--- src/rtl/pm_serial_packet_status_pkg.sv ---
package pm_serial_packet_status_pkg;
   localparam int          ADDR_W           = 16;
   localparam logic [15:0] OFS_STATUS       = 16'h850C;
   localparam logic [15:0] OFS_CLOCK_STOP   = 16'h8508;
   localparam logic [15:0] OFS_TIMER_EN     = 16'h8510;
   localparam logic [15:0] OFS_DECODE_BASE  = 16'h8514;
   localparam logic [15:0] OFS_DECODE_MASK  = 16'h8518;
   localparam logic [15:0] OFS_IRQ_STATUS   = 16'h851C;
   localparam logic [15:0] OFS_IRQ_MASK     = 16'h8520;
   localparam int          BIT_VSYNC        = 7;
   localparam int          BIT_ACTIVITY     = 6;
   localparam int          BIT_DECODE       = 1;
   localparam int          BIT_CLOCK_STOP   = 0;
   localparam int          BIT_WRITE_CMP    = 1;
   localparam int          BIT_READ_CMP     = 0;
   localparam int          BIT_ACT_ENABLE   = 0;
   localparam int          ADR_HI           = 27;
   localparam int          ADR_LO           = 2;
   localparam logic [31:0] DECODE_FIELD     = 32'h0FFFFFFC;
   localparam logic [7:0]  STATUS_USED      = 8'hC2;
endpackage

--- src/rtl/pm_serial_packet_status.sv ---
`timescale 1ns/1ns
`default_nettype none
module pm_serial_packet_status
   import pm_serial_packet_status_pkg::*;
(
   input  wire logic        clk_i,
   input  wire logic        rst_i,
   input  wire logic        wb_cyc_i,
   input  wire logic        wb_stb_i,
   input  wire logic        wb_we_i,
   input  wire logic [15:0] wb_adr_i,
   input  wire logic [3:0]  wb_sel_i,
   input  wire logic [31:0] wb_dat_i,
   output logic      [31:0] wb_dat_o,
   output logic             wb_ack_o,
   input  wire logic        display_vertical_irq_flag_i,
   input  wire logic        display_vertical_irq_enable_i,
   input  wire logic        l1_miss_i,
   input  wire logic        l1_miss_ifetch_i,
   input  wire logic        mem_access_i,
   input  wire logic        mem_write_i,
   input  wire logic [31:0] mem_addr_i,
   output logic             vsync_event_flag_o,
   output logic             processor_activity_flag_o,
   output logic             decode_hit_flag_o,
   output logic             keep_clocks_running_o,
   output logic             irq_o
);

   // ****************************************************************
   // helpers
   // ****************************************************************
   function automatic logic [31:0] merge_sel(input logic [31:0] old_v,
                                             input logic [31:0] new_v,
                                             input logic [3:0]  sel);
      logic [31:0] r;
      r = old_v;
      for (int i = 0; i < 4; i++) begin
         if (sel[i]) begin
            r[i*8 +: 8] = new_v[i*8 +: 8];
         end
      end
      return r;
   endfunction

   // ****************************************************************
   // registers
   // ****************************************************************
   logic        suspend_clock_stop_select_r;
   logic [31:0] pm_timer_enable_control_r;
   logic [31:0] pm_decode_base_r;
   logic [31:0] pm_decode_mask_r;
   logic [7:0]  status_r;
   logic [7:0]  irq_status_r;
   logic [7:0]  irq_mask_r;
   logic        ack_r;
   logic [31:0] rdata_r;

   logic        req;
   logic        wr_acc;
   logic        vsync_ev;
   logic        act_ev;
   logic        decode_ev;
   logic        addr_match;
   logic        type_match;
   logic [7:0]  events;

   assign req    = wb_cyc_i & wb_stb_i & ~ack_r;
   assign wr_acc = req & wb_we_i;

   // ****************************************************************
   // event detection
   // ****************************************************************
   // flag and enable both gate the report
   assign vsync_ev = display_vertical_irq_flag_i
                   & display_vertical_irq_enable_i;
   assign act_ev   = l1_miss_i & ~l1_miss_ifetch_i
                   & pm_timer_enable_control_r[BIT_ACT_ENABLE];
   // masked bits always match; only bits 27:2 take part
   assign addr_match = (((pm_decode_base_r ^ mem_addr_i) & ~pm_decode_mask_r)
                        & DECODE_FIELD) == 32'h00000000;
   assign type_match = mem_write_i ? pm_decode_mask_r[BIT_WRITE_CMP]
                                   : pm_decode_mask_r[BIT_READ_CMP];
   assign decode_ev = mem_access_i & type_match & addr_match;

   always_comb begin
      events               = 8'h00;
      events[BIT_VSYNC]    = vsync_ev;
      events[BIT_ACTIVITY] = act_ev;
      events[BIT_DECODE]   = decode_ev;
   end

   // ****************************************************************
   // status flags
   // ****************************************************************
   // status is event-driven only; bus writes never reach it
   always_ff @(posedge clk_i) begin
      if (rst_i) begin
         status_r <= 8'h00;
      end else begin
         status_r <= events & STATUS_USED;
      end
   end

   // sticky copy for interrupts: set wins over write-one-to-clear
   always_ff @(posedge clk_i) begin
      if (rst_i) begin
         irq_status_r <= 8'h00;
      end else if (wr_acc && wb_adr_i == OFS_IRQ_STATUS && wb_sel_i[0]) begin
         irq_status_r <= (irq_status_r & ~wb_dat_i[7:0]) | events;
      end else begin
         irq_status_r <= irq_status_r | events;
      end
   end

   always_ff @(posedge clk_i) begin
      if (rst_i) begin
         irq_o <= 1'b0;
      end else begin
         irq_o <= |(irq_status_r & irq_mask_r);
      end
   end

   always_ff @(posedge clk_i) begin
      if (rst_i) begin
         vsync_event_flag_o        <= 1'b0;
         processor_activity_flag_o <= 1'b0;
         decode_hit_flag_o         <= 1'b0;
      end else begin
         vsync_event_flag_o        <= vsync_ev;
         processor_activity_flag_o <= act_ev;
         decode_hit_flag_o         <= decode_ev;
      end
   end

   always_ff @(posedge clk_i) begin
      if (rst_i) begin
         keep_clocks_running_o <= 1'b1;
      end else begin
         keep_clocks_running_o <= ~suspend_clock_stop_select_r;
      end
   end

   // ****************************************************************
   // control register writes
   // ****************************************************************
   always_ff @(posedge clk_i) begin
      if (rst_i) begin
         suspend_clock_stop_select_r <= 1'b0;
         pm_timer_enable_control_r   <= 32'h00000000;
         pm_decode_base_r            <= 32'h00000000;
         pm_decode_mask_r            <= 32'h00000000;
         irq_mask_r                  <= 8'h00;
      end else if (wr_acc) begin
         case (wb_adr_i)
            OFS_CLOCK_STOP: begin
               if (wb_sel_i[0]) begin
                  suspend_clock_stop_select_r <= wb_dat_i[BIT_CLOCK_STOP];
               end
            end
            OFS_TIMER_EN: begin
               pm_timer_enable_control_r <=
                  merge_sel(pm_timer_enable_control_r, wb_dat_i, wb_sel_i);
            end
            OFS_DECODE_BASE: begin
               // any address in the field is accepted
               pm_decode_base_r <= merge_sel(pm_decode_base_r, wb_dat_i,
                                             wb_sel_i) & DECODE_FIELD;
            end
            OFS_DECODE_MASK: begin
               pm_decode_mask_r <= merge_sel(pm_decode_mask_r, wb_dat_i,
                                             wb_sel_i)
                                 & (DECODE_FIELD | 32'h00000003);
            end
            OFS_IRQ_MASK: begin
               if (wb_sel_i[0]) begin
                  irq_mask_r <= wb_dat_i[7:0] & STATUS_USED;
               end
            end
            default: begin
            end
         endcase
      end
   end

   // ****************************************************************
   // bus answer
   // ****************************************************************
   // one-cycle answer; ack drops the cycle after it is given
   always_ff @(posedge clk_i) begin
      if (rst_i) begin
         ack_r   <= 1'b0;
         rdata_r <= 32'h00000000;
      end else begin
         ack_r <= req;
         if (req) begin
            case (wb_adr_i)
               OFS_STATUS:      rdata_r <= {24'h000000, status_r};
               OFS_CLOCK_STOP:  rdata_r <= {31'h00000000,
                                            suspend_clock_stop_select_r};
               OFS_TIMER_EN:    rdata_r <= pm_timer_enable_control_r;
               OFS_DECODE_BASE: rdata_r <= pm_decode_base_r;
               OFS_DECODE_MASK: rdata_r <= pm_decode_mask_r;
               OFS_IRQ_STATUS:  rdata_r <= {24'h000000, irq_status_r};
               OFS_IRQ_MASK:    rdata_r <= {24'h000000, irq_mask_r};
               default:         rdata_r <= 32'h00000000;
            endcase
         end
      end
   end

   assign wb_ack_o = ack_r;
   assign wb_dat_o = rdata_r;

endmodule
`default_nettype wire

--- config.mk ---
export PLATFORM = sky130hd
export DESIGN_NAME = pm_serial_packet_status
export DESIGN_NICKNAME = d
export VERILOG_FILES = /design/src/rtl/pm_serial_packet_status_pkg.sv /design/src/rtl/pm_serial_packet_status.sv
export SDC_FILE = /design/constraint.sdc
export NUM_CORES = 1
export LEC_CHECK = 0
export BUFFER_PORTS_ARGS = -buffer_cell sky130_fd_sc_hd__buf_4
export CORE_MARGIN = 5
export CORE_UTILIZATION = 54
export DETAILED_ROUTE_END_ITERATION = 6
export GPL_TIMING_DRIVEN = 0
export PLACE_DENSITY = 0.8
export SLEW_MARGIN = 20
export SYNTH_ARGS = -nofsm -noshare
export SYNTH_HDL_FRONTEND = slang
export SYNTH_SLANG_ARGS = --single-unit
--- constraint.sdc ---
create_clock -name clk_i -period 1.8 [get_ports clk_i]
set_input_delay 0.09 -clock clk_i [delete_from_list [all_inputs] [get_ports clk_i]]
set_output_delay 0.09 -clock clk_i [all_outputs]
set_load 0.02 [all_outputs]
==> After elaboration in Yosys (flattened, before gate mapping) <==
Cells that the tools add are included.
{ "op_classes": {"addsub": 0, "n_mul": 0, "div": 0, "eq_ne": 7, "n_lt_le_gt_ge": 0, "bitwise": 19, "n_reduce_logical": 18, "muxes": 3, "shift": 0} }
{ "ops": {"columns": ["cell", "count"], "rows": [
  ["$pmux W32 S7", 1],
  ["$eq A16 B16 Y1 const B", 7],
  ["$reduce_and A3 Y1", 14],
  ["$logic_not A32 Y1", 1],
  ["$and A28 B28 Y28", 1],
  ["$not A28 Y28", 1],
  ["$xor A28 B28 Y28", 1],
  ["$and A8 B8 Y8", 2],
  ["$or A8 B8 Y8", 2],
  ["$and A1 B1 Y1", 8],
  ["$mux W8", 1],
  ["$not A8 Y8", 1],
  ["$reduce_or A8 Y1", 1],
  ["$not A1 Y1", 3],
  ["$logic_and A1 B1 Y1", 2],
  ["$mux W1", 1]
]} }
{ "word_totals": {"mem_bits_rw": 0, "wordCells": 71, "n_memories": 0, "rom_bits": 0, "ff_bits": 144, "input_bits": 95, "out_inout_bits": 38, "latchBits": 0} }

==> Depth between registers and ports, before layout <==
Gate-level depths: netlist (run 1).
{ "depth": {"ltp_word": 6, "depth_mapped": 7, "mapped_depth_nobuf": 5} }

==> Worst setup path after synthesis (run 1) <==
No wires, ideal clock.
{ "synth_path": {"path_type": "reg2reg", "startpoint": "reg ack_r (netlist: wb_ack_o)", "endpoint": "reg pm_timer_enable_control_r[10]", "path_stages_with_launch": 7, "arrival_time_ps": 1669, "synth_period_minus_slack_ps": 1796, "path_slack_ps": 4, "setup_time_ps": 128, "n_path_buf": 1, "required_ps": 1672, "cell_sequence": "dfxtp_1 > and4b_1 > and4_1 > buf_2 > nand4_2 > mux2i_1 > nor2_1"} }
{ "synth_via": {"elab_chain_len": 4} }
{ "synth_rtl": {"columns": ["element", "line", "text"], "rows": [
  ["start, declared", "pm_serial_packet_status.sv:56", "logic ack_r;"],
  ["start signal, assigned", "pm_serial_packet_status.sv:195", "ack_r <= req;"],
  ["$not A1 Y1", "pm_serial_packet_status.sv:68", "assign req = wb_cyc_i & wb_stb_i & ~ack_r;"],
  ["$and A1 B1 Y1", "pm_serial_packet_status.sv:68", null],
  ["$and A1 B1 Y1", "pm_serial_packet_status.sv:69", "assign wr_acc = req & wb_we_i;"],
  ["$reduce_and A3 Y1 (no line)", null, null],
  ["end signal, assigned", "pm_serial_packet_status.sv:162", "pm_timer_enable_control_r <="],
  ["end, declared", "pm_serial_packet_status.sv:50", "logic [31:0] pm_timer_enable_control_r;"]
]} }
No other way between the ends.
A chain may end at the register's enable or synchronous reset.

==> Worst setup path after layout (run 1) <==
{ "layout_path": {"startpoint": "reg ack_r (netlist: wb_ack_o)", "endpoint": "reg pm_decode_base_r[5]"} }
{ "layout_via": {"elab_chain_len": 4} }
{ "layout_rtl": {"columns": ["element", "line", "text"], "rows": [
  ["$not A1 Y1", "pm_serial_packet_status.sv:68", null],
  ["$and A1 B1 Y1", "pm_serial_packet_status.sv:68", null],
  ["$and A1 B1 Y1", "pm_serial_packet_status.sv:69", null],
  ["$reduce_and A3 Y1 (no line)", null, null],
  ["end signal, assigned", "pm_serial_packet_status.sv:167", "pm_decode_base_r <= merge_sel(pm_decode_base_r, wb_dat_i,"],
  ["end, declared", "pm_serial_packet_status.sv:51", "logic [31:0] pm_decode_base_r;"]
]} }
No other way between the ends.

==> key figures, run 1 <==
Clocking
  • Worst-skew pair later-pin latency: 530 ps
  • Clock tree sinks: 136
  • Root buffer cell: clkbuf_8
  • CTS H-tree lvls: 4
  • TritonCTS clock tree: done
  • CTS buffer count: 17
  • Maximum number of buffers from clock root to sink: 2
  • CTS clk-pin slew, worst paths: 60 ps

Setup path
  • Flop2flop setup slack: -10 ps
  • Worst r2r src: wb_ack_o
  • Reg2reg path depth: 6
  • Crit end category: flip-flop
  • Critical path fanouts, max: 5
  • CP arrival: 2200 ps
  • Reg2Reg Capture Point: pm_decode_base_r[5]
  • CP Class: reg2reg
  • CP required: 2190 ps
  • Critical path startpoint category: flip-flop

Flow run
  • Max Cap Violations: 0

Place
  • Gpl congestion: 0.940
  • Port Buf Inserts: 126
  • DP Wirelength: 12.9 mm
  • DP Area: 7100 µm²
  • Placed Cells incl. Taps: 891

Logic synthesis
  • Synthesized netlist cell count: 625
  • Ys Warns: 0
  • Mapped Area: 5980 µm²
  • Async set-or-reset flop fraction in the synthesized netlist: 0
  • Synth Register Bits: 136
  • EDFF count, synth: 0
  • Ys flop type: dfxtp_1
  • Top-area cell type share of the netlist area: 0.456
  • Top post-synthesis cells by area: dfxtp_1, mux2i_1, nor2_1
  • Synth area leader: dfxtp_1
  • Avg Cell Area, Syn: 9.56 µm²
  • Yosys cell types: 50
  • Syn_nets: 720
  • Sequential share of the synthesized area: 0.456

Hold path
  • Worst Hold Class: in2reg
  • Min-Delay Endpoint: status_r[1]
  • Origin of the worst min-delay path: mem_access_i
  • Hold path depth: 4

Power and ir drop
  • Power per Cell Area: 855 nW/µm²
  • P_leak: 3.82 nW
  • Total Power: 7.19 mW
  • Largest vdd supply drop: 0.000688 V

Route
  • Via/cell ratio: 5.92
  • Detailed Routing Iterations Pass 1: 7
  • Per-cell routed wire length: 20.8 µm
  • Routed Antenna Nets: 0
  • Initial DRC count: 581
  • Routed WL: 20.4 mm
  • Residual DRC: 0
  • Detailed-route via count: 5,799

Floorplanning
  • Die height: 115 µm
  • Die area: 13,300 µm²
  • CORE AREA: 10,800 µm²
  • Num ports: 133
  • Die W: 115 µm
  • Initial core utilization: 0.551
  • Site row count: 38

Finish
  • Fin util: 0.776
  • Most frequent cells in the layout: buf_4, dfxtp_1, nor2_1, mux2i_1, nand2_1
  • Layout Cell Area excl Fill: 8410 µm²
  • Layout cells sized above 1: 0.263
  • Fin cells: 980
  • Layout Area Growth over Synthesis: 40.7%
  • ANT cells: 0
  • Commonest non-fill, non-tap cell in the layout: buf_4
  • Final nets: 923

Global route
  • Total track usage: 0.303
  • Total grt overflow: 0
  • Largest net degree at the start of global routing: 17
  • Initial antenna violation count: 0
  • Vias in the first global route: 5,914
  • First-pass GRT wire length: 30.8 mm

STA
  • Fmax: 0.552 GHz
  • Relative slew margins: 0.451
  • Final setup violation count: 7
  • Period minus WS final: 1810 ps
  • Worst Skew: 7.93 ps
  • Total Neg Setup Slack: -46.4 ps
  • Slew Limit Fails: 0
  • Endpoints failing hold: 0
  • Tightest Pin Transition: 816 ps
  • Final period util: 1.01
  • Setup slack after layout: -12.5 ps
  • RSZ-0062 raised after global routing: true

Status
  • Failing checks: setup timing
  • Status: finished with violations
==> cell usage after synthesis, drive strengths merged (10+ instances only) <==
library cell / instances
nand3: 10
nand4: 12
o22ai: 14
clkbuf: 20
a21oi: 28
nor2: 119
nand2: 52
mux2i: 110
buf: 10
xnor2: 26
o21ai: 27
dfxtp: 136
==> timing repair <==
action / 4_1_cts / 5_1_grt
buffers inserted: 8 / 9
pin swaps: 9 / 7
endpoints found under the setup margin: 119 / 107
resized for setup: 19 / 23
hold endpoints to repair: 106 / 0
cloned: 1 / 0
hold buffers: 40 / 0
==> registers in the layout, summed over array words and instances, names as in the netlist <==
register,count
status_r,3
irq_mask_r,3
pm_decode_base_r,26
pm_timer_enable_control_r,32
suspend_clock_stop_select_r,1
irq_o,1
keep_clocks_running_o,1
pm_decode_mask_r,28
irq_status_r,8
wb_ack_o,1
wb_dat_o,32
==> area by class of cell <==
class	instances	area (µm²)
buffer	30	144
clock buffer	20	435
clock inverter	11	174
fill	653	2430
inverter	3	11.3
multi-input combinational	456	3230
sequential	136	2720
tap	140	175
timing repair buffer	184	1510
==> layer usage <==
layer / wire length [µm] / share of wire / global-route usage / up-vias
li1: - / - / - / 2608
met1: 7940 / 0.39 / 0.373 / 2799
met2: 9970 / 0.49 / 0.507 / 313
met3: 1590 / 0.078 / 0.0632 / 79
met4: 850 / 0.042 / 0.142 / 0
met5: 0 / 0 / 0 / -
==> kinds of logic (layout without fill, tap and decap cells) <==
logic type	after synthesis	count (layout)	share of synthesized area
and+or+nand+nor	228	228	0.195
DFF	136	136	0.456
muxes	117	117	0.205
AOI/OAI and AO/OA	85	85	0.0835
buffers and inverters	33	248	0.0224
xor gates and xnor gates	26	26	0.0381
==> worst max path at each step <==
stage	from	to	slack, ps	cells after the start
final	wb_ack_o	pm_decode_base_r[5]	-10	6
after global routing	wb_ack_o	pm_decode_base_r[3]	-110	6
after CTS	wb_ack_o	pm_decode_base_r[5]	1	6
after detailed placement	wb_adr_i[2]	wb_dat_o[13]	-490	7
after global placement	wb_adr_i[2]	wb_dat_o[25]	-500	7
after floorplan	wb_ack_o	pm_timer_enable_control_r[10]	4	6
==> worst max-delay path, stage by stage (launching register included) <==
cell and delay [ps]:
dfxtp_2 330, and4b_2 330, nand4_4 200, nor4b_4 330
buf_4 200, mux2i_1 220, nor2_1 50
==> power by group <==
group	internal (mW)	total, mW	switching (mW)	leakage [nW]
sequential	3.01	3.02	0.00429	1.10
clock	2.28	3.61	1.32	0.287
combinational	0.262	0.568	0.305	2.44
==> stage by stage <==
stage,hold WS [ps],setup slack (ps)
after detailed placement,272,-493
after global placement,267,-495
after floorplan,179,3.89
after CTS,7.22,1.49
final,35.7,-12.5
after global routing,54.0,-109
Power figures use the tool's default switching activity.
==> run 2: changes to the inputs <==
Settings changed: CORE_UTILIZATION 54 to 42, PLACE_DENSITY 0.8 to 0.67.
==> run 2 against run 1 <==
- first-iteration DRC count shrank 36%
- clock power shrank 5%
- non-clock buffer count shrank 5
- the flow still finishes with violations (setup timing)
- sequential share of layout area hardly changed
- largest cell class unchanged
- final area rose by 0.15%
- sequential cell count stayed put
- hold slack better by 27 ps
- die area grew 26%
- register-to-register slack worse by 30 ps
- via count decreased by 5.0%
- maximum frequency is 1.7% lower
- power down 2.5%
- critical path type unchanged
==> key figures, run 2 (same netlist as run 1, synthesis figures left out) <==
Status
  • Status: finished with violations (unchanged)
  • Failing checks: setup timing (unchanged)

Clocking
  • Clock tree sinks: 136 (unchanged)
  • CTS buffer count: 17 (unchanged)
  • Root buffer cell: clkbuf_16 (was clkbuf_8)
  • CTS clk-pin slew, worst paths: 60 ps (about the same)
  • CTS H-tree lvls: 4 (unchanged)
  • Maximum number of buffers from clock root to sink: 2 (unchanged)
  • Worst-skew pair later-pin latency: 430 ps (was 530 ps)
  • TritonCTS clock tree: done (unchanged)

Floorplanning
  • Initial core utilization: 0.429 (was 0.551)
  • Num ports: 133 (unchanged)
  • Die area: 16,700 µm² (was 13,300 µm²)
  • Die W: 129 µm (was 115 µm)
  • CORE AREA: 13,900 µm² (was 10,800 µm²)
  • Die height: 129 µm (was 115 µm)
  • Site row count: 43 (was 38)

Global route
  • Largest net degree at the start of global routing: 17 (unchanged)
  • Total track usage: 0.235 (was 0.303)
  • First-pass GRT wire length: 30.0 mm (was 30.8 mm)
  • Vias in the first global route: 5,646 (was 5,914)
  • Total grt overflow: 0 (unchanged)
  • Initial antenna violation count: 0 (unchanged)

Finish
  • Commonest non-fill, non-tap cell in the layout: dfxtp_1 (was buf_4)
  • Final nets: 918 (was 923)
  • Most frequent cells in the layout: dfxtp_1, buf_4, nor2_1, mux2i_1, nand2_1 (was buf_4, dfxtp_1, nor2_1, mux2i_1, nand2_1)
  • Fill cells: 1,155 (was 653)
  • Layout cells sized above 1: 0.264 (was 0.263)
  • Layout Area Growth over Synthesis: 41.0% (was 40.7%)
  • ANT cells: 0 (unchanged)
  • Fin cells: 1,016 (was 980)

Setup path
  • CP arrival: 2130 ps (was 2200 ps)
  • Critical path startpoint category: flip-flop (unchanged)
  • CP required: 2090 ps (was 2190 ps)
  • Slowest stage delay, CP: 320 ps (was 330 ps)
  • Critical path fanouts, max: 8 (was 5)
  • Slowest CP cell: dfxtp_2 (unchanged)
  • CP bufs+invs: 2 (was 1)
  • Cell family with most CP delay: simple AND/OR/NAND/NOR gates (unchanged)
  • Crit end category: flip-flop (unchanged)
  • CP Class: reg2reg (unchanged)
  • Critical path cell sequence: and4b_2 -> buf_6 -> and4_4 -> buf_8 -> nand4_4 -> mux2i_1 -> nor2_1 (was and4b_2 -> nand4_4 -> nor4b_4 -> buf_4 -> mux2i_1 -> nor2_1)

STA
  • Worst Skew: 10.6 ps (was 7.93 ps)
  • Setup slack after layout: -43.8 ps (was -12.5 ps)
  • Final setup violation count: 21 (was 7)
  • Fmax: 0.542 GHz (was 0.552 GHz)
  • Period minus WS final: 1840 ps (was 1810 ps)
  • Slew Limit Fails: 0 (unchanged)
  • Final period util: 1.02 (was 1.01)
  • Relative slew margins: 0.481 (was 0.451)
  • Tightest Pin Transition: 771 ps (was 816 ps)
  • Endpoints failing hold: 0 (unchanged)
  • RSZ-0062 raised after global routing: true (unchanged)

Route
  • Routed Antenna Nets: 0 (unchanged)
  • Initial DRC count: 369 (was 581)
  • Per-cell routed wire length: 19.1 µm (was 20.8 µm)
  • Routed WL: 19.4 mm (was 20.4 mm)
  • Via/cell ratio: 5.42 (was 5.92)
  • Detailed Routing Iterations Pass 1: 5 (was 7)
  • Residual DRC: 0 (unchanged)
  • Detailed-route via count: 5,509 (was 5,799)

Power and ir drop
  • Largest vdd supply drop: 0.000688 V (about the same)
  • Power per Cell Area: 833 nW/µm² (was 855 nW/µm²)
  • Total Power: 7.02 mW (was 7.19 mW)
  • P_leak: 3.82 nW (about the same)

Hold path
  • Worst Hold Class: in2reg (unchanged)

Place
  • Port Buf Inserts: 126 (unchanged)
  • Gpl congestion: 0.871 (was 0.940)
  • Placed Cells incl. Taps: 931 (was 891)
  • DP Wirelength: 13.6 mm (was 12.9 mm)

Flow run
  • Max Cap Violations: 0 (unchanged)
==> run 2: cell count changes in the layout (fill, tap and decap cells not counted), moves of 3 or more <==
| cell | change |
|---|---|
| clkinvlp_4 | -3 |
| buf_6 | +3 |
| buf_4 | -8 |
| dlygate4sd3_1 | -3 |
| clkinv_2 | +4 |
==> run 2: timing repair <==
action,4_1_cts,5_1_grt
hold buffers,37,0
setup endpoints to repair,119,104
buffers inserted,12,3
gates cloned,1,0
pin swaps,12,6
hold endpoints to repair,94,0
gates resized for setup,23,17
==> run 2: power breakdown <==
part | internal, mW | total (mW) | switching [mW]
Clock | 2.17 | 3.44 | 1.27
Sequential | 3.02 | 3.02 | 0.00381
Combinational | 0.260 | 0.558 | 0.297
==> run 2: final cells by class <==
cell class | instances | area [µm²] | area share
Tap cell | 180 | 225 | 0.0267
Sequential cell | 136 | 2720 | 0.323
Timing Repair Buffer | 179 | 1500 | 0.178
Multi-Input combinational cell | 456 | 3240 | 0.384
Clock buffer | 24 | 492 | 0.0584
Buffer | 30 | 140 | 0.0166
Inverter | 3 | 11.3 | 0.00134
Clock inverter | 8 | 93.8 | 0.0111
==> run 2: metrics by stage <==
step	hold slack, ps	TNS (ps)	utilization	area, µm²	setup slack [ps]
3_3_place_gp	279	-29160	0.513	7150	-620
3_5_place_dp	287	-33840	0.513	7150	-602
5_1_grt	85.6	-4860	0.604	8420	-134
4_1_cts	14.0	-930	0.598	8330	-55.2
6_report	62.4	-302	0.604	8420	-43.8
2_1_floorplan	179	0	-	5980	3.89
==> run 2: worst reg2reg max path: stages (launching register included) <==
cell and delay [ps]:
dfxtp_2 320, and4b_2 300, buf_6 100, and4_4 280, buf_8 160, nand4_4 230, mux2i_1 290, nor2_1 60
==> run 2: path summary, 6_finish.rpt <==
path,from,endpoint,slack (ps),depth (start not counted)
min,display_vertical_irq_flag_i,irq_status_r[7],60,3
max reg2reg,wb_ack_o,pm_timer_enable_control_r[14],-40,7
max,wb_ack_o,pm_timer_enable_control_r[14],-40,7
min reg2reg,wb_dat_o[3],wb_dat_o[3],430,2
==> run 2: metal layers <==
metal | part of all wire | routed length [µm] | track usage | vias to the layer above
li1 | - | - | - | 2609
met1 | 0.42 | 8140 | 0.294 | 2653
met2 | 0.48 | 9350 | 0.382 | 200
met3 | 0.064 | 1250 | 0.0515 | 47
met4 | 0.032 | 624 | 0.119 | 0
met5 | 0 | 0 | 0 | -
